===== src/shared/qsc_pkg.sv =====
// Register map, field positions, reset values, timing and types of the serial channel
package qsc_pkg;
	// Register indices on the 3-bit register select
	localparam logic [2:0] REG_DATA = 3'h0;
	localparam logic [2:0] REG_IEN = 3'h1;
	localparam logic [2:0] REG_IID = 3'h2;
	localparam logic [2:0] REG_LCTL = 3'h3;
	localparam logic [2:0] REG_MCTL = 3'h4;
	localparam logic [2:0] REG_LSTAT = 3'h5;
	localparam logic [2:0] REG_MSTAT = 3'h6;
	localparam logic [2:0] REG_SCRATCH = 3'h7;
	// Interrupt enable fields
	localparam int IE_RXD = 0;
	localparam int IE_THRE = 1;
	localparam int IE_LS = 2;
	localparam int IE_MS = 3;
	// Fifo control fields
	localparam int FC_EN = 0;
	localparam int FC_RXCLR = 1;
	localparam int FC_TXCLR = 2;
	localparam int FC_DMA = 3;
	localparam int FC_TRIG = 6;
	// Line control fields
	localparam int LC_WLEN = 0;
	localparam int LC_STOP = 2;
	localparam int LC_PEN = 3;
	localparam int LC_EPS = 4;
	localparam int LC_BREAK = 6;
	localparam int LC_DLAB = 7;
	// Modem control fields
	localparam int MC_DTR = 0;
	localparam int MC_RTS = 1;
	localparam int MC_LOOP = 4;
	localparam int MC_AFE = 5;
	// Line status fields; error flags OE, PE, FE, BI sit at LS_OE upward
	localparam int LS_DR = 0;
	localparam int LS_OE = 1;
	localparam int LS_THRE = 5;
	localparam int LS_TEMT = 6;
	localparam int LS_RXERR = 7;
	// Modem status fields
	localparam int MS_DCTS = 0;
	localparam int MS_CTS = 4;
	// Interrupt identity codes
	localparam logic [3:0] IID_NONE = 4'h1;
	localparam logic [3:0] IID_LS = 4'h6;
	localparam logic [3:0] IID_RX = 4'h4;
	localparam logic [3:0] IID_THRE = 4'h2;
	localparam logic [3:0] IID_MS = 4'h0;
	// Reset values
	localparam logic [7:0] REG_RST = 8'h00;
	localparam logic [15:0] DIV_RST = 16'h0000;
	// Fifo depth, then timing in 16x ticks
	localparam int FIFO_DEPTH = 16;
	localparam logic [3:0] BIT_LAST = 4'hf;
	localparam logic [3:0] MID_SAMPLE = 4'h7;
	localparam logic [5:0] STOP_1 = 6'h10;
	localparam logic [5:0] STOP_15 = 6'h18;
	localparam logic [5:0] STOP_2 = 6'h20;
	// Receive trigger levels, indexed by the trigger field
	localparam logic [3:0][7:0] RX_TRIG = {8'h0e, 8'h08, 8'h04, 8'h01};
	// State codes
	typedef enum logic [1:0] {TX_IDLE = 2'b00, TX_START = 2'b01, TX_DATA = 2'b10, TX_STOP = 2'b11} qsc_tx_e;
	typedef enum logic [2:0] {
		RX_IDLE = 3'b000,
		RX_START = 3'b001,
		RX_DATA = 3'b010,
		RX_STOP = 3'b011,
		RX_BREAK = 3'b100
	} qsc_rx_e;
	// Receive entry: character plus its three error bits
	typedef struct packed {
		logic bi;
		logic fe;
		logic pe;
		logic [7:0] data;
	} qsc_rx_entry_s;
	// DMA request pair, active low
	typedef struct packed {
		logic rx_req_n;
		logic tx_req_n;
	} qsc_dma_s;
endpackage


===== src/rtl/qsc_channel.sv =====
// One asynchronous serial channel: register port, baud divider, transmitter, receiver
`timescale 1ns/1ns
module qsc_channel #(
	parameter int FIFO_DEPTH = qsc_pkg::FIFO_DEPTH
) (
	// Clock and reset
	input wire logic ref_clk_i,
	input wire logic rst_i,
	// Classic Wishbone slave, 8-bit, word index on register_select_i
	input wire logic wb_cyc_i,
	input wire logic wb_stb_i,
	input wire logic wb_we_i,
	input wire logic channel_select_n_i,
	input wire logic [2:0] register_select_i,
	input wire logic [7:0] host_data_bus_i,
	output logic [7:0] host_data_bus_o,
	output logic host_data_bus_oe_o,
	output logic wb_ack_o,
	// Serial line and modem
	input wire logic sin_i,
	input wire logic cts_n_i,
	output logic sout_o,
	output logic rts_n_o,
	output logic dtr_n_o,
	// Interrupt and DMA requests
	output logic channel_interrupt_out_o,
	output qsc_pkg::qsc_dma_s dma_o
);
	localparam int CW = $clog2(FIFO_DEPTH) + 1;

	typedef struct packed {
		logic ack;
		logic oe;
		logic [7:0] rdata;
		logic [3:0] ien;
		logic [7:0] lctl;
		logic [5:0] mctl;
		logic [7:0] scratch;
		logic [15:0] div;
		logic fifo_en;
		logic dma_mode;
		logic [1:0] trig;
		logic [15:0] bcnt;
		logic cts_m;
		logic cts_s;
		logic cts_p;
		logic dcts;
		logic [3:0] err;
		logic thre_pend;
		qsc_pkg::qsc_tx_e txs;
		logic [7:0] tx_sh;
		logic [3:0] tx_bit;
		logic [5:0] tx_tk;
		logic tx_par;
		qsc_pkg::qsc_rx_e rxs;
		logic [7:0] rx_sh;
		logic [3:0] rx_bit;
		logic [3:0] rx_tk;
		logic rx_par;
		logic rx_pe;
		logic rx_one;
	} qsc_state_s;

	qsc_state_s s_q;
	qsc_state_s s_d;

	// Bus and control decode
	logic req;
	logic acc;
	logic dlab;
	logic loop;
	logic pen;
	logic auto_flow;
	logic [3:0] nbits;
	logic [5:0] stop_ticks;
	logic tick;
	// Fifo handshakes
	logic tx_push;
	logic tx_pop;
	logic tx_valid;
	logic tx_ready;
	logic [7:0] tx_head;
	logic [CW-1:0] tx_cnt;
	logic tx_clr;
	logic rx_push;
	logic rx_pop;
	logic rx_valid;
	logic rx_ready;
	logic rx_clr;
	logic [CW-1:0] rx_cnt;
	qsc_pkg::qsc_rx_entry_s rx_new;
	qsc_pkg::qsc_rx_entry_s rx_head;
	// Line and status
	logic tx_line;
	logic tx_wire;
	logic rin;
	logic tx_last;
	logic rx_last;
	logic rx_at_trig;
	logic tx_empty;
	logic temt;
	logic rx_err_head;
	logic [3:0] iid;
	logic tx_go;
	logic tx_load;

	// Decode of the access and the line format
	assign req = wb_cyc_i && wb_stb_i;
	assign acc = req && !s_q.ack && !channel_select_n_i;
	assign dlab = s_q.lctl[qsc_pkg::LC_DLAB];
	assign loop = s_q.mctl[qsc_pkg::MC_LOOP];
	assign pen = s_q.lctl[qsc_pkg::LC_PEN];
	assign auto_flow = s_q.mctl[qsc_pkg::MC_AFE] && s_q.fifo_en;
	assign nbits = {2'b00, s_q.lctl[qsc_pkg::LC_WLEN +: 2]} + 4'h5;
	assign tx_last = (s_q.tx_bit == nbits) || (s_q.tx_bit == nbits - 4'h1 && !pen);
	assign rx_last = (s_q.rx_bit == nbits) || (s_q.rx_bit == nbits - 4'h1 && !pen);
	assign rx_at_trig = 8'(rx_cnt) >= qsc_pkg::RX_TRIG[s_q.trig];
	assign tx_empty = !tx_valid;
	assign temt = tx_empty && (s_q.txs == qsc_pkg::TX_IDLE);
	assign tx_go = tx_valid && !(auto_flow && !s_q.cts_s);
	assign rx_err_head = s_q.fifo_en && rx_valid && (rx_head.bi || rx_head.fe || rx_head.pe);

	// Stop length in ticks
	always_comb begin
		if (!s_q.lctl[qsc_pkg::LC_STOP]) begin
			stop_ticks = qsc_pkg::STOP_1;
		end else if (s_q.lctl[qsc_pkg::LC_WLEN +: 2] == 2'b00) begin
			stop_ticks = qsc_pkg::STOP_15;
		end else begin
			stop_ticks = qsc_pkg::STOP_2;
		end
	end

	// Serial output level, break forcing and loopback routing
	always_comb begin
		unique case (s_q.txs)
			qsc_pkg::TX_START: tx_line = 1'b0;
			qsc_pkg::TX_DATA: begin
				if (s_q.tx_bit == nbits) begin
					tx_line = s_q.lctl[qsc_pkg::LC_EPS] ? s_q.tx_par : !s_q.tx_par;
				end else begin
					tx_line = s_q.tx_sh[0];
				end
			end
			qsc_pkg::TX_IDLE, qsc_pkg::TX_STOP: tx_line = 1'b1;
		endcase
		tx_wire = tx_line && !s_q.lctl[qsc_pkg::LC_BREAK];
		rin = loop ? tx_wire : sin_i;
	end

	// Interrupt identification by fixed priority
	always_comb begin
		if (s_q.ien[qsc_pkg::IE_LS] && (s_q.err != 4'h0)) begin
			iid = qsc_pkg::IID_LS;
		end else if (s_q.ien[qsc_pkg::IE_RXD] && (s_q.fifo_en ? rx_at_trig : rx_valid)) begin
			iid = qsc_pkg::IID_RX;
		end else if (s_q.ien[qsc_pkg::IE_THRE] && s_q.thre_pend) begin
			iid = qsc_pkg::IID_THRE;
		end else if (s_q.ien[qsc_pkg::IE_MS] && s_q.dcts && !auto_flow) begin
			iid = qsc_pkg::IID_MS;
		end else begin
			iid = qsc_pkg::IID_NONE;
		end
	end

	// Next state: bus, divider, modem input, transmitter, receiver
	always_comb begin
		s_d = s_q;
		tx_push = 1'b0;
		tx_pop = 1'b0;
		tx_clr = 1'b0;
		rx_push = 1'b0;
		rx_pop = 1'b0;
		rx_clr = 1'b0;
		rx_new = '0;
		tick = 1'b0;
		tx_load = 1'b0;
		// One registered ack per request; read data and enable on the same edge
		s_d.ack = req && !s_q.ack;
		s_d.oe = 1'b0;
		s_d.rdata = 8'h00;
		if (acc && !wb_we_i) begin
			s_d.oe = 1'b1;
			case (register_select_i)
				qsc_pkg::REG_DATA: begin
					s_d.rdata = dlab ? s_q.div[7:0] : rx_head.data;
					rx_pop = !dlab;
				end
				qsc_pkg::REG_IEN: s_d.rdata = dlab ? s_q.div[15:8] : {4'h0, s_q.ien};
				qsc_pkg::REG_IID: begin
					s_d.rdata = {s_q.fifo_en, s_q.fifo_en, 2'b00, iid};
					if (iid == qsc_pkg::IID_THRE) begin
						s_d.thre_pend = 1'b0;
					end
				end
				qsc_pkg::REG_LCTL: s_d.rdata = s_q.lctl;
				qsc_pkg::REG_MCTL: s_d.rdata = {2'b00, s_q.mctl};
				qsc_pkg::REG_LSTAT: begin
					s_d.rdata[qsc_pkg::LS_DR] = rx_valid;
					s_d.rdata[qsc_pkg::LS_OE +: 4] = s_q.err;
					s_d.rdata[qsc_pkg::LS_THRE] = tx_empty;
					s_d.rdata[qsc_pkg::LS_TEMT] = temt;
					s_d.rdata[qsc_pkg::LS_RXERR] = rx_err_head;
					s_d.err = 4'h0;
				end
				qsc_pkg::REG_MSTAT: begin
					s_d.rdata[qsc_pkg::MS_CTS] = s_q.cts_s;
					s_d.rdata[qsc_pkg::MS_DCTS] = s_q.dcts;
					s_d.dcts = 1'b0;
				end
				default: s_d.rdata = s_q.scratch;
			endcase
		end
		if (acc && wb_we_i) begin
			case (register_select_i)
				qsc_pkg::REG_DATA: begin
					if (dlab) begin
						s_d.div[7:0] = host_data_bus_i;
					end else begin
						tx_push = 1'b1;
						s_d.thre_pend = 1'b0;
					end
				end
				qsc_pkg::REG_IEN: begin
					if (dlab) begin
						s_d.div[15:8] = host_data_bus_i;
					end else begin
						s_d.ien = host_data_bus_i[3:0];
						if (host_data_bus_i[qsc_pkg::IE_THRE] && tx_empty) begin
							s_d.thre_pend = 1'b1;
						end
					end
				end
				qsc_pkg::REG_IID: begin
					s_d.fifo_en = host_data_bus_i[qsc_pkg::FC_EN];
					s_d.dma_mode = host_data_bus_i[qsc_pkg::FC_DMA];
					s_d.trig = host_data_bus_i[qsc_pkg::FC_TRIG +: 2];
					rx_clr = host_data_bus_i[qsc_pkg::FC_RXCLR] || (host_data_bus_i[qsc_pkg::FC_EN] != s_q.fifo_en);
					tx_clr = host_data_bus_i[qsc_pkg::FC_TXCLR] || (host_data_bus_i[qsc_pkg::FC_EN] != s_q.fifo_en);
				end
				qsc_pkg::REG_LCTL: s_d.lctl = host_data_bus_i;
				qsc_pkg::REG_MCTL: s_d.mctl = host_data_bus_i[5:0];
				qsc_pkg::REG_LSTAT: s_d.err = s_q.err | host_data_bus_i[qsc_pkg::LS_OE +: 4];
				qsc_pkg::REG_MSTAT: s_d.dcts = s_q.dcts | host_data_bus_i[qsc_pkg::MS_DCTS];
				default: s_d.scratch = host_data_bus_i;
			endcase
		end
		// Baud divider; a zero divisor stops the tick
		if (s_q.div != 16'h0000) begin
			if (s_q.bcnt >= s_q.div - 16'h0001) begin
				s_d.bcnt = 16'h0000;
				tick = 1'b1;
			end else begin
				s_d.bcnt = s_q.bcnt + 16'h0001;
			end
		end
		// Clear-to-send through two flops, then change detection after the bus clear
		s_d.cts_m = loop ? s_q.mctl[qsc_pkg::MC_RTS] : !cts_n_i;
		s_d.cts_s = s_q.cts_m;
		s_d.cts_p = s_q.cts_s;
		if (s_q.cts_s != s_q.cts_p) begin
			s_d.dcts = 1'b1;
		end
		// Transmitter; frames start on a tick so every bit lasts sixteen whole ticks, and chain back to back
		if (tick) begin
			s_d.tx_tk = s_q.tx_tk + 6'h01;
			unique case (s_q.txs)
				qsc_pkg::TX_IDLE: tx_load = tx_go;
				qsc_pkg::TX_START: begin
					if (s_q.tx_tk == {2'b00, qsc_pkg::BIT_LAST}) begin
						s_d.tx_tk = 6'h00;
						s_d.tx_bit = 4'h0;
						s_d.txs = qsc_pkg::TX_DATA;
					end
				end
				qsc_pkg::TX_DATA: begin
					if (s_q.tx_tk == {2'b00, qsc_pkg::BIT_LAST}) begin
						s_d.tx_tk = 6'h00;
						s_d.tx_bit = s_q.tx_bit + 4'h1;
						if (s_q.tx_bit < nbits) begin
							s_d.tx_sh = s_q.tx_sh >> 1;
							s_d.tx_par = s_q.tx_par ^ s_q.tx_sh[0];
						end
						if (tx_last) begin
							s_d.txs = qsc_pkg::TX_STOP;
						end
					end
				end
				qsc_pkg::TX_STOP: begin
					// At or past the end, so a format change during the stop bit cannot hang it
					if (s_q.tx_tk >= stop_ticks - 6'h01) begin
						s_d.txs = qsc_pkg::TX_IDLE;
						tx_load = tx_go;
					end
				end
			endcase
		end
		// Load the next character; the buffer running empty raises the empty pending flag
		if (tx_load) begin
			tx_pop = 1'b1;
			s_d.tx_sh = tx_head;
			s_d.tx_par = 1'b0;
			s_d.tx_tk = 6'h00;
			s_d.txs = qsc_pkg::TX_START;
			if (tx_cnt == CW'(1) && !tx_push) begin
				s_d.thre_pend = 1'b1;
			end
		end
		// Receiver
		if (tick) begin
			s_d.rx_tk = s_q.rx_tk + 4'h1;
			unique case (s_q.rxs)
				qsc_pkg::RX_IDLE: begin
					s_d.rx_tk = 4'h0;
					if (!rin) begin
						s_d.rxs = qsc_pkg::RX_START;
					end
				end
				qsc_pkg::RX_START: begin
					if (s_q.rx_tk == qsc_pkg::MID_SAMPLE) begin
						s_d.rx_tk = 4'h0;
						s_d.rx_bit = 4'h0;
						s_d.rx_par = 1'b0;
						s_d.rx_pe = 1'b0;
						s_d.rx_one = 1'b0;
						s_d.rxs = rin ? qsc_pkg::RX_IDLE : qsc_pkg::RX_DATA;
					end
				end
				qsc_pkg::RX_DATA: begin
					if (s_q.rx_tk == qsc_pkg::BIT_LAST) begin
						s_d.rx_bit = s_q.rx_bit + 4'h1;
						s_d.rx_one = s_q.rx_one | rin;
						if (s_q.rx_bit < nbits) begin
							s_d.rx_sh = {rin, s_q.rx_sh[7:1]};
							s_d.rx_par = s_q.rx_par ^ rin;
						end else begin
							s_d.rx_pe = rin != (s_q.lctl[qsc_pkg::LC_EPS] ? s_q.rx_par : !s_q.rx_par);
						end
						if (rx_last) begin
							s_d.rxs = qsc_pkg::RX_STOP;
						end
					end
				end
				qsc_pkg::RX_STOP: begin
					if (s_q.rx_tk == qsc_pkg::BIT_LAST) begin
						rx_push = 1'b1;
						rx_new.data = 8'(s_q.rx_sh >> (3'h3 - {1'b0, s_q.lctl[qsc_pkg::LC_WLEN +: 2]}));
						rx_new.pe = s_q.rx_pe;
						rx_new.fe = !rin;
						rx_new.bi = !rin && !s_q.rx_one;
						s_d.err = s_d.err | {rx_new.bi, rx_new.fe, rx_new.pe, !rx_ready};
						s_d.rxs = rx_new.bi ? qsc_pkg::RX_BREAK : qsc_pkg::RX_IDLE;
					end
				end
				qsc_pkg::RX_BREAK: begin
					if (rin) begin
						s_d.rxs = qsc_pkg::RX_IDLE;
					end
				end
				default: s_d.rxs = qsc_pkg::RX_IDLE;
			endcase
		end
	end

	// Transmit buffer: sixteen deep, or one holding register without fifo mode
	qsc_fifo #(.W(8), .DEPTH(FIFO_DEPTH)) u_tx_fifo (
		.ref_clk_i(ref_clk_i),
		.rst_i(rst_i),
		.clr_i(tx_clr),
		.one_i(!s_q.fifo_en),
		.push_valid_i(tx_push),
		.push_data_i(host_data_bus_i),
		.push_ready_o(tx_ready),
		.pop_valid_o(tx_valid),
		.pop_data_o(tx_head),
		.pop_ready_i(tx_pop),
		.count_o(tx_cnt)
	);

	// Receive buffer with per-character error bits
	qsc_fifo #(.W($bits(qsc_pkg::qsc_rx_entry_s)), .DEPTH(FIFO_DEPTH)) u_rx_fifo (
		.ref_clk_i(ref_clk_i),
		.rst_i(rst_i),
		.clr_i(rx_clr),
		.one_i(!s_q.fifo_en),
		.push_valid_i(rx_push),
		.push_data_i(rx_new),
		.push_ready_o(rx_ready),
		.pop_valid_o(rx_valid),
		.pop_data_o(rx_head),
		.pop_ready_i(rx_pop),
		.count_o(rx_cnt)
	);

	// State register; all control clears to zero on reset
	always_ff @(posedge ref_clk_i or posedge rst_i) begin
		if (rst_i) begin
			s_q <= '0;
		end else begin
			s_q <= s_d;
		end
	end

	// Outputs
	assign wb_ack_o = s_q.ack;
	assign host_data_bus_o = s_q.rdata;
	assign host_data_bus_oe_o = s_q.oe;
	assign sout_o = loop ? 1'b1 : tx_wire;
	assign dtr_n_o = loop ? 1'b1 : !s_q.mctl[qsc_pkg::MC_DTR];
	assign rts_n_o = loop ? 1'b1 : !(s_q.mctl[qsc_pkg::MC_RTS] && !(auto_flow && rx_at_trig));
	assign channel_interrupt_out_o = (iid != qsc_pkg::IID_NONE);
	assign dma_o.rx_req_n = !(s_q.dma_mode ? rx_at_trig : rx_valid);
	assign dma_o.tx_req_n = !(s_q.dma_mode ? tx_ready : tx_empty);
endmodule


===== src/rtl/qsc_fifo.sv =====
// Synchronous fifo with single-entry mode, used for both serial directions
`timescale 1ns/1ns
module qsc_fifo #(
	parameter int W = 8,
	parameter int DEPTH = 16,
	parameter int AW = $clog2(DEPTH)
) (
	// Clock and reset
	input wire logic ref_clk_i,
	input wire logic rst_i,
	// Control
	input wire logic clr_i,
	input wire logic one_i,
	// Fill side
	input wire logic push_valid_i,
	input wire logic [W-1:0] push_data_i,
	output logic push_ready_o,
	// Drain side
	output logic pop_valid_o,
	output logic [W-1:0] pop_data_o,
	input wire logic pop_ready_i,
	output logic [AW:0] count_o
);
	typedef struct packed {
		logic [DEPTH-1:0][W-1:0] mem;
		logic [AW-1:0] wr;
		logic [AW-1:0] rd;
		logic [AW:0] cnt;
	} qsc_fifo_s;

	qsc_fifo_s s_q;
	qsc_fifo_s s_d;
	logic do_push;
	logic do_pop;

	// Single-entry mode behaves as one holding register; a slot freed by a pop this cycle takes the push
	assign push_ready_o = do_pop || (one_i ? (s_q.cnt == '0) : (s_q.cnt != (AW + 1)'(DEPTH)));
	assign pop_valid_o = (s_q.cnt != '0);
	assign pop_data_o = s_q.mem[s_q.rd];
	assign count_o = s_q.cnt;
	assign do_push = push_valid_i && push_ready_o;
	assign do_pop = pop_ready_i && pop_valid_o;

	// Pointer and count update; clear wins over traffic
	always_comb begin
		s_d = s_q;
		if (do_push) begin
			s_d.mem[s_q.wr] = push_data_i;
			s_d.wr = s_q.wr + 1'b1;
		end
		if (do_pop) begin
			s_d.rd = s_q.rd + 1'b1;
		end
		s_d.cnt = s_q.cnt + (AW + 1)'(do_push) - (AW + 1)'(do_pop);
		if (clr_i) begin
			s_d.wr = '0;
			s_d.rd = '0;
			s_d.cnt = '0;
		end
	end

	// State register
	always_ff @(posedge ref_clk_i or posedge rst_i) begin
		if (rst_i) begin
			s_q <= '0;
		end else begin
			s_q <= s_d;
		end
	end
endmodule


===== config.mk =====
export PLATFORM = sky130hd
export DESIGN_NAME = qsc_channel
export DESIGN_NICKNAME = d
export VERILOG_FILES = /design/src/shared/qsc_pkg.sv /design/src/rtl/qsc_channel.sv /design/src/rtl/qsc_fifo.sv
export SDC_FILE = /design/constraint.sdc
export NUM_CORES = 1
export LEC_CHECK = 0
export ABC_CLOCK_PERIOD_IN_PS = 16000
export BUFFER_PORTS_ARGS = -buffer_cell sky130_fd_sc_hd__buf_2
export CAP_MARGIN = 5
export CORE_MARGIN = 2
export CORE_UTILIZATION = 50
export CTS_CLUSTER_DIAMETER = 30
export DETAILED_ROUTE_END_ITERATION = 7
export MAX_ROUTING_LAYER = met4
export PLACE_DENSITY = 0.68
export SLEW_MARGIN = 20
export SYNTH_ARGS = -nofsm -noshare
export SYNTH_HDL_FRONTEND = slang
export SYNTH_SLANG_ARGS = --single-unit

===== constraint.sdc =====
create_clock -name ref_clk_i -period 16 [get_ports ref_clk_i]
set_clock_uncertainty 0.15 [all_clocks]
set_input_delay 3.2 -clock ref_clk_i [delete_from_list [all_inputs] [get_ports ref_clk_i]]
set_output_delay 3.2 -clock ref_clk_i [all_outputs]
set_load 0.1 [all_outputs]

### Word level (Yosys, flattened, before mapping)

Index checks and enable logic that the tools add are counted.

| storage, ports and cells | value |
|---|---|
| register bits after elaboration | 454 |
| input port bits | 19 |
| output and inout bits | 16 |
| logic and storage cells | 363 |

| operators by class | value |
|---|---|
| $add $sub $neg | 18 |
| $lt $le $gt $ge | 12 |
| equal/unequal tests | 42 |
| shifts and indexed selects | 1 |
| mux-type cells | 115 |
| bitwise operators | 8 |
| reduce and logical (&&, ||, !) cells | 98 |

Operators by type and width:

| kind | number |
|---|---|
| bitwise mux 176 bit | 1 |
| bitwise mux 128 bit | 1 |
| 2-to-1 mux 11 bit | 7 |
| 2-to-1 mux 8 bit | 8 |
| binary-select mux 11 bit (select 4 bit) | 1 |
| demux 11 bit (select 4 bit) | 1 |
| 2-to-1 mux 1 bit | 44 |
| 2-to-1 mux 21 bit | 2 |
| case mux 3 bit (7 select lines) | 2 |
| 2-to-1 mux 4 bit | 9 |
| binary-select mux 8 bit (select 4 bit) | 1 |
| demux 8 bit (select 4 bit) | 1 |
| logical AND 1 bit | 30 |
| adder 4 x 1 -> 4 bit (second input constant) | 7 |
| 2-to-1 mux 3 bit | 9 |
| 2-to-1 mux 13 bit | 2 |
| 2-to-1 mux 6 bit | 4 |
| logical NOT 1 bit | 22 |
| less-than comparator 4 x 5 -> 1 bit (second input constant) | 4 |
| inequality test 2 bit (second input constant) | 10 |
| case mux 10 bit (2 select lines) | 1 |
| nonzero test 2 bit | 10 |
| adder 16 x 1 -> 16 bit (second input constant) | 1 |
| binary-select mux 8 bit (select 2 bit) | 1 |
| other kinds (62) | 115 |

### Longest topological paths before layout

Gate-level depths: netlist of run 1.

| depth | value |
|---|---|
| depth after elaboration | 19 |
| depth in mapped cells | 21 |
| gate-level depth less buffers | 20 |

### Modules after synthesis

A second synthesis of run 1 with hierarchy kept.

| second synthesis, totals | value |
|---|---|
| cells, all modules | 1,928 |
| area, all modules | 24,646.1 µm² |

Modules (own cells, without submodules):

| module | times used | cells an instance | area each (µm²) |
|---|---|---|---|
| qsc_fifo (u_rx_fifo) | 1 | 638 | 9,570.4 |
| qsc_channel | 1 | 801 | 7,958.9 |
| qsc_fifo (u_tx_fifo) | 1 | 489 | 7,116.8 |

### Least setup slack after synthesis of run 1

No wires, ideal clock.

| timing | value |
|---|---|
| path type | register to output |
| start point | reg s_q[74] in the netlist's numbering |
| end point | out dma_o[0] in the netlist's numbering |
| data arrival time | 4,409 ps |
| required time | 12,650 ps |
| slack | 8,241 ps |
| cell stages (with the launch flop) | 14 |
| buffers on the path | 1 |
| cells stage by stage | dfrtp_1 nor4_2 nand3_1 or4_1 xor2_1 ha_1 nand4_1 nor3_1 nor3_1 o211ai_2 nand2_1 buf_2 nor2_1 o22ai_1 |

RTL lines:

| element | RTL line | RTL |
|---|---|---|
| from (decl) | qsc_channel.sv:64 | `qsc_state_s s_q;` |
| from (signal assigned) | qsc_channel.sv:398 | `s_q <= '0;` |
| from (signal assigned) | qsc_channel.sv:400 | `s_q <= s_d;` |
| to (decl) | qsc_channel.sv:27 | `output qsc_pkg::qsc_dma_s dma_o` |

==> results of run 1 <==
[logic make-up after synthesis]
family,share of synthesized area
compound gates,0.0638
buf+inv,0.0335
mux,0.261
simple gates,0.0980
xor+xnor,0.0199
other cells,0.000160
flops,0.486
fa+ha+maj,0.0371
[metrics by stage]
| stage | util | power (mW) |
|---|---|---|
| after global routing | 0.591 | 3.73 |
| after detailed placement | 0.515 | 1.50 |
| after CTS | 0.591 | 3.63 |
| after global placement | 0.515 | 1.49 |
| final | 0.591 | 3.60 |
| after floorplan | - | 1.44 |
[cell usage in the layout, fill, tap and decap left out, types with 7 or more instances in the layout]
cell | netlist | layout
clkbuf_1 | 62 | 16
bufinv_16 | 0 | 13
and3_1 | 11 | 11
clkinvlp_4 | 0 | 9
mux2_2 | 293 | 293
buf_2 | 26 | 34
nor2_1 | 95 | 94
clkbuf_16 | 0 | 101
nand3_2 | 9 | 9
nand4_1 | 14 | 14
nand3_1 | 45 | 45
a21o_1 | 9 | 9
nor3_1 | 26 | 25
a2bb2oi_1 | 7 | 7
xnor2_1 | 24 | 24
o31ai_1 | 7 | 7
nand2_1 | 83 | 83
dfrtp_1 | 454 | 452
or3_1 | 10 | 10
mux2_4 | 66 | 66
mux4_2 | 73 | 73
clkinv_2 | 0 | 12
a22oi_1 | 17 | 17
a31oi_1 | 10 | 10
o21ai_0 | 64 | 64
nor4_1 | 7 | 7
mux2i_1 | 12 | 12
nand2b_1 | 8 | 8
o22ai_1 | 7 | 7
xor2_1 | 29 | 29
nor2b_1 | 19 | 19
a21oi_1 | 42 | 42
a211oi_1 | 10 | 10
ha_1 | 66 | 66
buf_4 | 12 | 20
clkbuf_8 | 0 | 19
inv_1 | 38 | 37
and2_1 | 9 | 9
[path summary, 6_finish.rpt]
| check | from | endpoint | slack (ns) |
|---|---|---|---|
| setup / recovery | s_q[74] | dma_o[0] | 7.77 |
| hold / removal | s_d[50] | s_d[49] | 0.20 |
| setup reg to reg | s_q[74] | u_rx_fifo.s_q[73] | 10.65 |
| hold reg to reg | s_d[50] | s_d[49] | 0.20 |
| max in group asynchronous | rst_i | u_tx_fifo.s_q[5] | 10.54 |
| min in group asynchronous | rst_i | s_q[20] | 2.74 |
[synthesized netlist by cell type, drive strengths merged, types with 4 or more instances]
| cell type | number | area, µm² |
|---|---|---|
| clkbuf | 62 | 233 |
| a21oi | 42 | 210 |
| o211ai | 4 | 35.0 |
| nand3 | 59 | 403 |
| dfrtp | 454 | 11400 |
| a22oi | 17 | 128 |
| or4 | 4 | 30.0 |
| a221oi | 6 | 58.8 |
| nor4 | 11 | 111 |
| nor3 | 27 | 140 |
| and3 | 12 | 80.1 |
| o22ai | 7 | 43.8 |
| or3b | 4 | 40.0 |
| nand4b | 7 | 106 |
| nor2 | 97 | 388 |
| a211oi | 15 | 138 |
| buf | 60 | 403 |
| xor2 | 29 | 254 |
| and2 | 9 | 56.3 |
| inv | 38 | 143 |
| xnor2 | 24 | 210 |
| o21ai | 65 | 329 |
| mux2i | 12 | 120 |
| or3 | 10 | 62.6 |
| ha | 66 | 826 |
| o31ai | 7 | 52.6 |
| nand2b | 8 | 50.1 |
| a21o | 9 | 67.6 |
| a31oi | 10 | 62.6 |
| nor4b | 5 | 43.8 |
| o21a | 6 | 45.0 |
| nand4 | 18 | 173 |
| mux2 | 364 | 4350 |
| a2bb2oi | 7 | 61.3 |
| nor2b | 19 | 119 |
| nand2 | 84 | 318 |
| nor3b | 7 | 63.8 |
| o41ai | 5 | 51.3 |
| mux4 | 73 | 1640 |
[layout make-up]
cell class	instances	area (µm²)	area share
Inverter	39	150	0.00548
Clock buffer	136	2850	0.104
Sequential cell	454	11400	0.414
Multi-Input combinational cell	1187	11300	0.411
Clock inverter	50	691	0.0252
Timing Repair Buffer	55	340	0.0124
Tap cell	607	759	0.0277
[sequential cells by signal, indices dropped and copies added (netlist names)]
signal and count:
u_tx_fifo.count_o 5, host_data_bus_o 8, pen 1, u_rx_fifo.s_q 184
s_d 2, dlab 1, host_data_bus_oe_o 1, loop 1
u_tx_fifo.s_q 136, u_rx_fifo.count_o 5, s_q 109, wb_ack_o 1
[per-layer routing]
metal / global-route usage / up-vias / share of wire
li1: - / 6704 / -
met1: 0.323 / 7838 / 0.44
met2: 0.379 / 397 / 0.48
met3: 0.0481 / 113 / 0.052
met4: 0.0855 / 0 / 0.028
met5: - / - / 0
[worst max-delay path: cells and delay by family (launching register included)]
kind	cells	cell delay [ns]
XOR/XNOR	1	0.17
buffers and inverters	1	0.35
adder cells (fa/ha/maj)	1	0.31
AO/OA/AOI/OAI	3	0.90
flip-flops	1	0.44
AND/OR/NAND/NOR	7	2.09
[report_power, final]
group / leakage [nW] / switching, mW / internal [mW] / total (mW)
clock: 1.72 / 0.661 / 1.45 / 2.12
sequential: 6.20 / 0.0338 / 1.18 / 1.22
combinational: 5.27 / 0.172 / 0.100 / 0.272
==> summary.txt, run 1 <==
Timing
  • Least-Margin Pin Slew: 1.05 ns
  • Max Clock Freq: 121 MHz
  • Worst hold slack: 0.203 ns
  • Worst rel slew slack: 0.298
  • Final Hold Fails: 0
  • Max Slew Vio Count: 0
  • Unrepaired setup endpoints after global routing: false
  • Final Critical Period: 8.23 ns
  • Setup slack after layout: 7.77 ns
  • Final setup viols: 0
  • Setup TNS: 0 ns
  • Tcrit/Tclk final: 0.515

Placement
  • Placed Instances: 2342
  • DPL Wire Length: 35200 µm
  • Placer congestion estimate: 0.923
  • Area after DPL: 23900 µm²
  • Port Buffer Count: 34
  • Setup Slack @ Placement: 8.44 ns

Clocking
  • H-tree Lvls: 3
  • Clock buffer depth: 3
  • Clk_lat worst skew: 0.63 ns
  • Root Buffer: clkbuf_16
  • Hold-fix buffers at CTS: 0
  • Number of buffers created by CTS: 98
  • CTS tree: done
  • Sink Count: 454
  • PostCTS Resize Cnt: 0
  • Post-CTS setup buffer count: 0
  • Clock-pin transition on the worst setup and hold timing paths: 0.05 ns

Global routing
  • First-pass GRT wire length: 88200 µm
  • Remaining Overflow, GRT: 0
  • Total track usage: 0.245
  • Initial antenna violation count: 0
  • Vias in the first global route: 15400
  • Largest net degree at the start of global routing: 174

Logic synthesis
  • Post-Syn Area: 23400 µm²
  • Yosys warns: 0
  • Post-synth EDFFs: 0
  • Synth cell types: 89
  • Post-synth top flop: dfrtp_1
  • Asr flop ratio synth: 1.00
  • Net Count, Synth: 1889
  • Cell count after synthesis: 1802
  • Syn avg cell area: 13.0 µm²
  • Yosys reg bits: 454
  • Register area share after synthesis: 0.486

Route
  • Wire length per cell: 22.1 µm
  • DR vias: 15100
  • Initial drt markers: 1233
  • TritonRoute pass-1 iters: 5
  • Residual DRC: 0
  • Via/cell ratio: 5.95
  • Final ANT Viol Nets: 0
  • Post-Route WL: 56000 µm

Finish
  • Nets: 1922
  • Ant. Diodes: 0
  • Layout cells sized above 1: 0.371
  • Fillers: 3570
  • Post-Layout Cell Count: 2528
  • Area delta synth->final: 17.3%
  • Fin area: 27400 µm²

Hold path
  • Hold path depth: 0
  • Worst Hold Class: flop to flop

Floorplan
  • # rows: 79
  • Die H: 220 µm
  • Area of the die: 48500 µm²
  • Core area: 46400 µm²
  • Die X: 220 µm
  • I/O pin total: 35
  • Initial core utilization: 0.504

Critical path
  • Cells along the critical path: nor4_2, nand3_1, or4_1, xor2_1, ha_1, nand4_1, nor2_1, o2111ai_1, o211ai_2, nand2_1, nor2_1, o22ai_1, buf_2
  • Critical path class: flop to output port
  • Worst EP required: 12.65 ns
  • Path depth of the worst reg2reg path: 12
  • Critical path capture point type: output port
  • Delay of the slowest cell on the worst path: 0.52 ns
  • WP data arrival: 4.88 ns
  • Max FO, Critical Path: 7
  • CP most frequent cell: nor2_1
  • CP max-delay cell: nor4_2
  • Nature of the critical path startpoint: flop

Run status
  • Status: complete, no violations

Power
  • Power per cell area: 131 nW/µm²
  • Peak supply drop: 132 µV
  • P_leak: 13.2 nW

Job
  • Max-cap violation count: 0
No activity file was read; power rests on OpenSTA's default activity.
==> run 2: changes to the inputs <==
Settings changed: ABC_CLOCK_PERIOD_IN_PS 16000 to 7800, PLACE_DENSITY 0.68 to 0.66.
Clock period 16 ns to 7.8 ns, I/O delays scaled along.
==> run 2 against run 1 <==
Sequential share of layout area is 0.25 points lower. Die area stayed put. Utilization is 0.36 points higher. Register-to-register slack worse by 8.3 ns. Wire length is 0.91% higher. Worst hold slack worse by 0.0032 ns. Critical path depth is 1 higher. Via count is 0.11% lower. Clock power is 120% higher. Worst setup slack worse by 6.6 ns. Critical path type unchanged.
==> summary.txt, run 2 (synthesis gave the netlist of run 1 again) <==
Run status
  • Status: complete, no violations

Job
  • Max-cap violation count: 0 (unchanged)

Global routing
  • Total track usage: 0.246 (+0.00178)
  • Largest net degree at the start of global routing: 156 (-10%)
  • First-pass GRT wire length: 88900 µm (+0.81%)
  • Initial antenna violation count: 0 (unchanged)
  • Vias in the first global route: 15500 (+0.49%)
  • Remaining Overflow, GRT: 0 (unchanged)

Timing
  • Tcrit/Tclk final: 0.852
  • Max Clock Freq: 150 MHz
  • Setup slack after layout: 1.15 ns (-6.61 ns)
  • Final setup viols: 0 (unchanged)
  • Final Critical Period: 6.65 ns
  • Unrepaired setup endpoints after global routing: false
  • Final Hold Fails: 0 (unchanged)
  • Max Slew Vio Count: 0 (unchanged)
  • Worst hold slack: 0.200 ns (-0.00316 ns)
  • Least-Margin Pin Slew: 1.09 ns (+0.0452 ns)
  • Worst rel slew slack: 0.268 (-0.0302)

Critical path
  • Worst EP required: 6.09 ns (-6.56 ns)
  • Reg-to-Reg End: u_tx_fifo.s_q[110]
  • Critical path capture point type: output port
  • Cell family with most CP delay: simple AND/OR/NAND/NOR gates
  • Delay of the slowest cell on the worst path: 0.55 ns (+0.03 ns)
  • Path depth of the worst reg2reg path: 14 (+2)
  • Crit path from: s_q[74]
  • Max FO, Critical Path: 23 (+16)
  • Critical path class: flop to output port
  • CP max-delay cell: nor4_2
  • Cells along the critical path: nor4_2, nand3_1, or4_1, xor2_1, ha_1, nand4_1, nor3_1, nor3_1, o211ai_2, nand2_1, buf_4, nor2_1, o22ai_1, buf_2
  • Nature of the critical path startpoint: flop
  • Worst setup path end: dma_o[0]
  • Flop2flop setup slack: 2.39 ns (-8.26 ns)
  • WP data arrival: 4.94 ns (+0.06 ns)
  • Worst path bufs/invs: 2 (+1)
  • CP most frequent cell: nor3_1
  • Worst r2r src: s_q[74]
  • CP Depth: 14 (+1)

Placement
  • Placer congestion estimate: 0.918 (-0.59%)
  • Placed Instances: 2338 (-0.17%)
  • Port Buffer Count: 34 (unchanged)
  • DPL Wire Length: 35100 µm (-0.48%)
  • Setup Slack @ Placement: 1.90 ns (-6.55 ns)

Route
  • DR vias: 15000 (-0.11%)
  • Initial drt markers: 1131 (-8.3%)
  • Final ANT Viol Nets: 0 (unchanged)
  • Residual DRC: 0 (unchanged)
  • Via/cell ratio: 5.95 (about the same)
  • TritonRoute pass-1 iters: 5 (unchanged)
  • Post-Route WL: 56500 µm (+0.91%)
  • Wire length per cell: 22.4 µm (+0.99%)

Finish
  • Largest regs: u_rx_fifo.s_q x184, u_tx_fifo.s_q x136, s_q x109
  • Commonest non-fill, non-tap cell in the layout: dfrtp_1
  • Flip-flop and latch area: 11400 µm² (unchanged)
  • Layout cells sized above 1: 0.374 (+0.00247)
  • Max reg flops: 184 (unchanged)
  • Fillers: 3588 (+0.50%)
  • Commonest non-fill, non-tap cells in the layout: 452 x dfrtp_1, 293 x mux2_2, 104 x clkbuf_16, 94 x nor2_1, 83 x nand2_1
  • Area occupied by multi-input gates: 11300 µm² (unchanged)
  • Area delta synth->final: 18.0%
  • Post-Layout Cell Count: 2526 (-0.079%)
  • Ant. Diodes: 0 (unchanged)
  • Nets: 1921 (-0.052%)
  • Largest Register: u_rx_fifo.s_q

Clocking
  • Hold-fix buffers at CTS: 0 (unchanged)
  • Clock-pin transition on the worst setup and hold timing paths: 0.05 ns (about the same)
  • CTS tree: done
  • Root Buffer: clkbuf_16
  • Sink Count: 454 (unchanged)
  • Clock buffer depth: 3 (unchanged)
  • H-tree Lvls: 3 (unchanged)
  • Post-CTS setup buffer count: 0 (unchanged)
  • PostCTS Resize Cnt: 0 (unchanged)
  • Number of buffers created by CTS: 101 (+3.1%)
  • Clk_lat worst skew: 0.63 ns (about the same)

Power
  • Peak supply drop: 251 µV (+91%)
  • Total power: 7.63 mW (+110%)
  • Power per cell area: 277 nW/µm² (+110%)
  • P_leak: 13.2 nW (+0.31%)

Floorplan
  • Die H: 220 µm (unchanged)
  • # rows: 79 (unchanged)
  • I/O pin total: 35 (unchanged)
  • Core area: 46400 µm² (unchanged)
  • Initial core utilization: 0.504 (unchanged)
  • Area of the die: 48500 µm² (unchanged)
  • Die X: 220 µm (unchanged)

Hold path
  • Worst Hold Class: flop to flop
[run 2: cell count changes in the layout (fill, tap and decap cells not counted), moves of 4 or more]
cell        delta
buf_4          -6
clkbuf_1       -6
clkbuf_8      -13
bufinv_16      +8
clkinv_4       +4
clkinvlp_4     +8
[run 2: worst register-to-register path: stages (launching register included)]
cell and delay, ns:
dfrtp_1 0.44, nor4_2 0.55, nand3_1 0.26, or4_1 0.47, xor2_1 0.16, ha_1 0.30
nand4_1 0.13, nor2_1 0.12, o2111ai_1 0.18, o211a_1 0.25, buf_4 0.21, o41ai_4 0.81
buf_4 0.39, and3_1 0.47, mux2_2 0.39
[run 2: routing by layer]
metal  vias up  part of all wire  GRT usage
met2       423              0.47      0.375
met3       124             0.052     0.0531
li1       6720                 -          -
met1      7768              0.45      0.324
met5         -                 0          -
met4         0             0.033     0.0957
[run 2: area by class of cell]
cell class	count	share of cell area
multi-input combinational	1187	0.408
clock inverter	68	0.0358
tap	607	0.0275
timing repair buffer	51	0.0122
sequential	454	0.412
clock buffer	120	0.0987
inverter	39	0.00544
[run 2: stage by stage]
| stage | util | setup TNS (ns) | area, µm² |
|---|---|---|---|
| after floorplan | - | -23.19 | 23400 |
| after global placement | 0.515 | 0 | 23900 |
| after detailed placement | 0.515 | 0 | 23900 |
| after CTS | 0.595 | 0 | 27600 |
| after global routing | 0.595 | 0 | 27600 |
| final | 0.595 | 0 | 27600 |
[run 2: worst min-delay path by stage]
stage	startpoint	to	cells after the start
CTS	s_d[50]	s_d[49]	0
detailed placement	s_d[50]	s_d[49]	0
global route	s_d[50]	s_d[49]	0
finish	s_d[50]	s_d[49]	0
global placement	s_d[50]	s_d[49]	0
floorplan	s_d[50]	s_d[49]	0
[run 2: report_power, final]
part	internal (mW)	switching (mW)	leakage, nW
sequential	2.42	0.0692	6.20
combinational	0.207	0.352	5.26
clock	3.19	1.39	1.77
==> run 3: changes to the inputs <==
Settings changed: SYNTH_HIERARCHICAL from default to 1.
==> run 3 against run 2 <==
Register-to-register slack worse by 1.1 ns. Global-route usage is 0.77 points higher. Cell area grew 5.5%. Power up 5.4%. Via count grew 7.9%.
==> summary.txt, run 3 <==
Run status
  • Status: complete, no violations

Route
  • Initial drt markers: 1508 (+33%)
  • DR vias: 16200 (+7.9%)
  • TritonRoute pass-1 iters: 6 (+1)
  • Post-Route WL: 61600 µm (+9.1%)
  • Final ANT Viol Nets: 0 (unchanged)
  • Residual DRC: 0 (unchanged)
  • Via/cell ratio: 5.98 (+0.50%)
  • Wire length per cell: 22.7 µm (+1.5%)

Finish
  • Post-Layout Cell Count: 2713 (+7.4%)
  • Commonest non-fill, non-tap cell in the layout: dfrtp_1
  • Commonest non-fill, non-tap cells in the layout: 452 x dfrtp_1, 249 x mux2_2, 119 x mux2_4, 107 x clkbuf_16
  • Nets: 2045 (+6.5%)
  • Layout cells sized above 1: 0.363 (-0.0110)
  • Fin area: 29100 µm² (+5.5%)
  • Max reg flops: 184 (unchanged)
  • Largest Register: u_rx_fifo/s_q
  • Area delta synth->final: 18.0% (about the same)
  • Largest regs: u_rx_fifo/s_q x184, u_tx_fifo/s_q x136, s_q x109

Logic synthesis
  • Asr flop ratio synth: 1.00 (unchanged)
  • Post-synth top flop: dfrtp_1
  • Post-synthesis simple-gate area fraction: 0.0756 (-0.0224)
  • Post-synthesis mux area share: 0.263 (+0.00188)
  • Synth Area in Compound Gates: 0.103 (+0.0390)
  • Yosys reg bits: 454 (unchanged)
  • Cell count after synthesis: 1928 (+7.0%)
  • Synth top area cells: dfrtp_1 46%, mux2_2 11%, mux2_4 7.2%
  • Register area share after synthesis: 0.461 (-0.0252)
  • Synth cell types: 98 (+10%)
  • Largest family of logic cells by synthesized area: multiplexers
  • Post-synth EDFFs: 0 (unchanged)
  • Post-synth top cells: 454 x dfrtp_1, 249 x mux2_2, 119 x mux2_4
  • Syn avg cell area: 12.8 µm² (-1.4%)
  • Most frequent cell after synthesis: dfrtp_1
  • Post-Syn Area: 24600 µm² (+5.5%)
  • Yosys warns: 6 (+6)
  • Post-Synth XOR/XNOR Area: 0.0185 (-0.00138)
  • Adder-Cell Fraction of Synth Area: 0.0351 (-0.00192)
  • Net Count, Synth: 2015 (+6.7%)
  • Area share of the largest cell type after synthesis: 0.461 (-0.0252)
  • Leading area contributor after synthesis: dfrtp_1

Timing
  • Final setup viols: 0 (unchanged)
  • Max Clock Freq: 136 MHz (-9.7%)
  • Max Slew Vio Count: 0 (unchanged)
  • Final Critical Period: 7.36 ns (+0.713 ns)
  • Tcrit/Tclk final: 0.943 (+0.0914)
  • Unrepaired setup endpoints after global routing: false
  • Worst hold slack: 0.196 ns (-0.00342 ns)
  • Setup TNS: 0 ns (unchanged)
  • Worst rel slew slack: 0.243 (-0.0251)
  • Final Hold Fails: 0 (unchanged)
  • Least-Margin Pin Slew: 1.14 ns (+0.0416 ns)

Floorplan
  • Area of the die: 51100 µm² (+5.4%)
  • Initial core utilization: 0.505 (about the same)
  • Core area: 48800 µm² (+5.4%)
  • Die X: 226 µm (+2.6%)
  • Die H: 226 µm (+2.6%)
  • I/O pin total: 35 (unchanged)
  • # rows: 81 (+2.5%)

Critical path
  • Critical path capture point type: output port
  • Max FO, Critical Path: 14 (-39%)
  • Nature of the critical path startpoint: flop
  • WP data arrival: 5.65 ns (+0.71 ns)
  • Worst EP required: 6.09 ns (about the same)
  • Critical path class: flop to output port

Global routing
  • Largest net degree at the start of global routing: 111 (-29%)
  • First-pass GRT wire length: 97000 µm (+9.1%)
  • Total track usage: 0.254 (+0.00770)
  • Remaining Overflow, GRT: 0 (unchanged)
  • Vias in the first global route: 16700 (+7.9%)
  • Initial antenna violation count: 5 (+5)

Power
  • Sequential power share: 0.316 (-0.011)
  • Power per cell area: 277 nW/µm² (about the same)
  • Switching share of power: 0.262 (+0.0238)
  • P_int: 5.94 mW (+2.1%)
  • Combinational Power Share: 0.100 (+0.027)
  • Clock network power share: 0.584 (-0.016)
  • Peak supply drop: 191 µV (-24%)
  • P_leak: 13.9 nW (+5.2%)
  • Total power: 8.05 mW (+5.4%)
  • Switching power: 2.11 mW (+16%)

Clocking
  • Clock-pin transition on the worst setup and hold timing paths: 0.04 ns (about the same)
  • H-tree Lvls: 3 (unchanged)
  • Hold-fix buffers at CTS: 0 (unchanged)
  • Sink Count: 454 (unchanged)
  • CTS tree: done
  • Number of buffers created by CTS: 107 (+5.9%)
  • Clock buffer depth: 3 (unchanged)
  • Post-CTS setup buffer count: 0 (unchanged)
  • PostCTS Resize Cnt: 0 (unchanged)
  • Clk_lat worst skew: 0.66 ns (+0.03 ns)
  • Root Buffer: clkbuf_16

Placement
  • Placer congestion estimate: 0.913 (-0.47%)
  • DPL Wire Length: 38800 µm (+10%)
  • Placed Instances: 2511 (+7.4%)
  • Port Buffer Count: 34 (unchanged)
  • Area after DPL: 25100 µm² (+5.2%)

Hold path
  • Worst Hold Class: flop to flop

Job
  • Max-cap violation count: 0 (unchanged)
==> run 3: cell types whose count changed in the layout (fill, tap and decap cells not counted), sizes merged, moves of 17 or more <==
cell	previous run	this run
nand3	59	42
o2111ai	1	34
nor2	97	78
a221oi	6	38
mux4	73	39
mux2i	12	89
inv	43	61
==> run 3: layer usage <==
metal / wire, µm / GRT usage
met1: 27800 / 0.338
met2: 28900 / 0.391
met3: 3180 / 0.0466
met4: 1690 / 0.0913
met5: 0 / -
==> run 3: cell families (layout without fill, tap and decap cells) <==
| family | Yosys count | in the layout |
|---|---|---|
| muxes | 507 | 507 |
| DFF | 454 | 454 |
| and+or+nand+nor | 349 | 349 |
| AOI/OAI and AO/OA | 303 | 303 |
| buffers and inverters | 199 | 317 |
| adders and majority gates | 68 | 68 |
| xor gates and xnor gates | 48 | 48 |
| other | 0 | 3 |
==> run 3: stage by stage <==
stage | utilization | worst slack (ns)
final | 0.596 | 0.441
after global routing | 0.596 | 0.113
after CTS | 0.593 | 0.476
after detailed placement | 0.514 | 1.14
after global placement | 0.514 | 1.23
after floorplan | - | 0.634
==> run 3: power by group through the flow <==
stage          Sequential, mW  Combinational (mW)  Clock, mW
2_1_floorplan            2.51               0.683          0
3_3_place_gp             2.57               0.777          0
3_5_place_dp             2.57               0.797          0
4_1_cts                  2.54               0.802       4.77
5_1_grt                  2.55               0.889       4.90
6_report                 2.54               0.808       4.70
==> run 3: worst max-delay path, stage by stage, from the launching register on <==
cell     delay (ns)
dfrtp_1        0.43
nor2_1         0.23
and3b_1        0.36
nand3_1        0.15
or3_1          0.37
nor3_1         0.19
xnor2_1        0.15
ha_1           0.26
nand4_1        0.18
nor3_1         0.09
or3_4          0.35
a211o_2        0.48
nand2_1        0.51
nor2_4         0.11
or2_2          0.31
a21oi_1        0.34
buf_2          0.50
==> run 3: layout make-up <==
cell class | instances | area, µm²
fillers | 3849 | 19800
multi-input cells | 1275 | 12400
flip-flops and latches | 454 | 11400
clock buffers | 132 | 2950
clock inverters | 65 | 918
well taps | 664 | 831
repair buffers | 66 | 442
inverters | 54 | 215
diodes | 3 | 7.51
==> run 3: worst paths after layout <==
kind                              start                    to  slack, ns  cells after the start
worst max-delay path            s_q[74]              dma_o[0]       0.44                     16
worst min register to register  s_d[50]               s_d[49]       0.20                      0
worst min-delay path            s_d[50]               s_d[49]       0.20                      0
min in group asynchronous         rst_i  u_rx_fifo/count_o[2]       0.90                      2
max in group asynchronous         rst_i     u_rx_fifo/s_q[10]       5.13                      4
worst max register to register  s_q[74]  u_tx_fifo/count_o[4]       1.30                     23
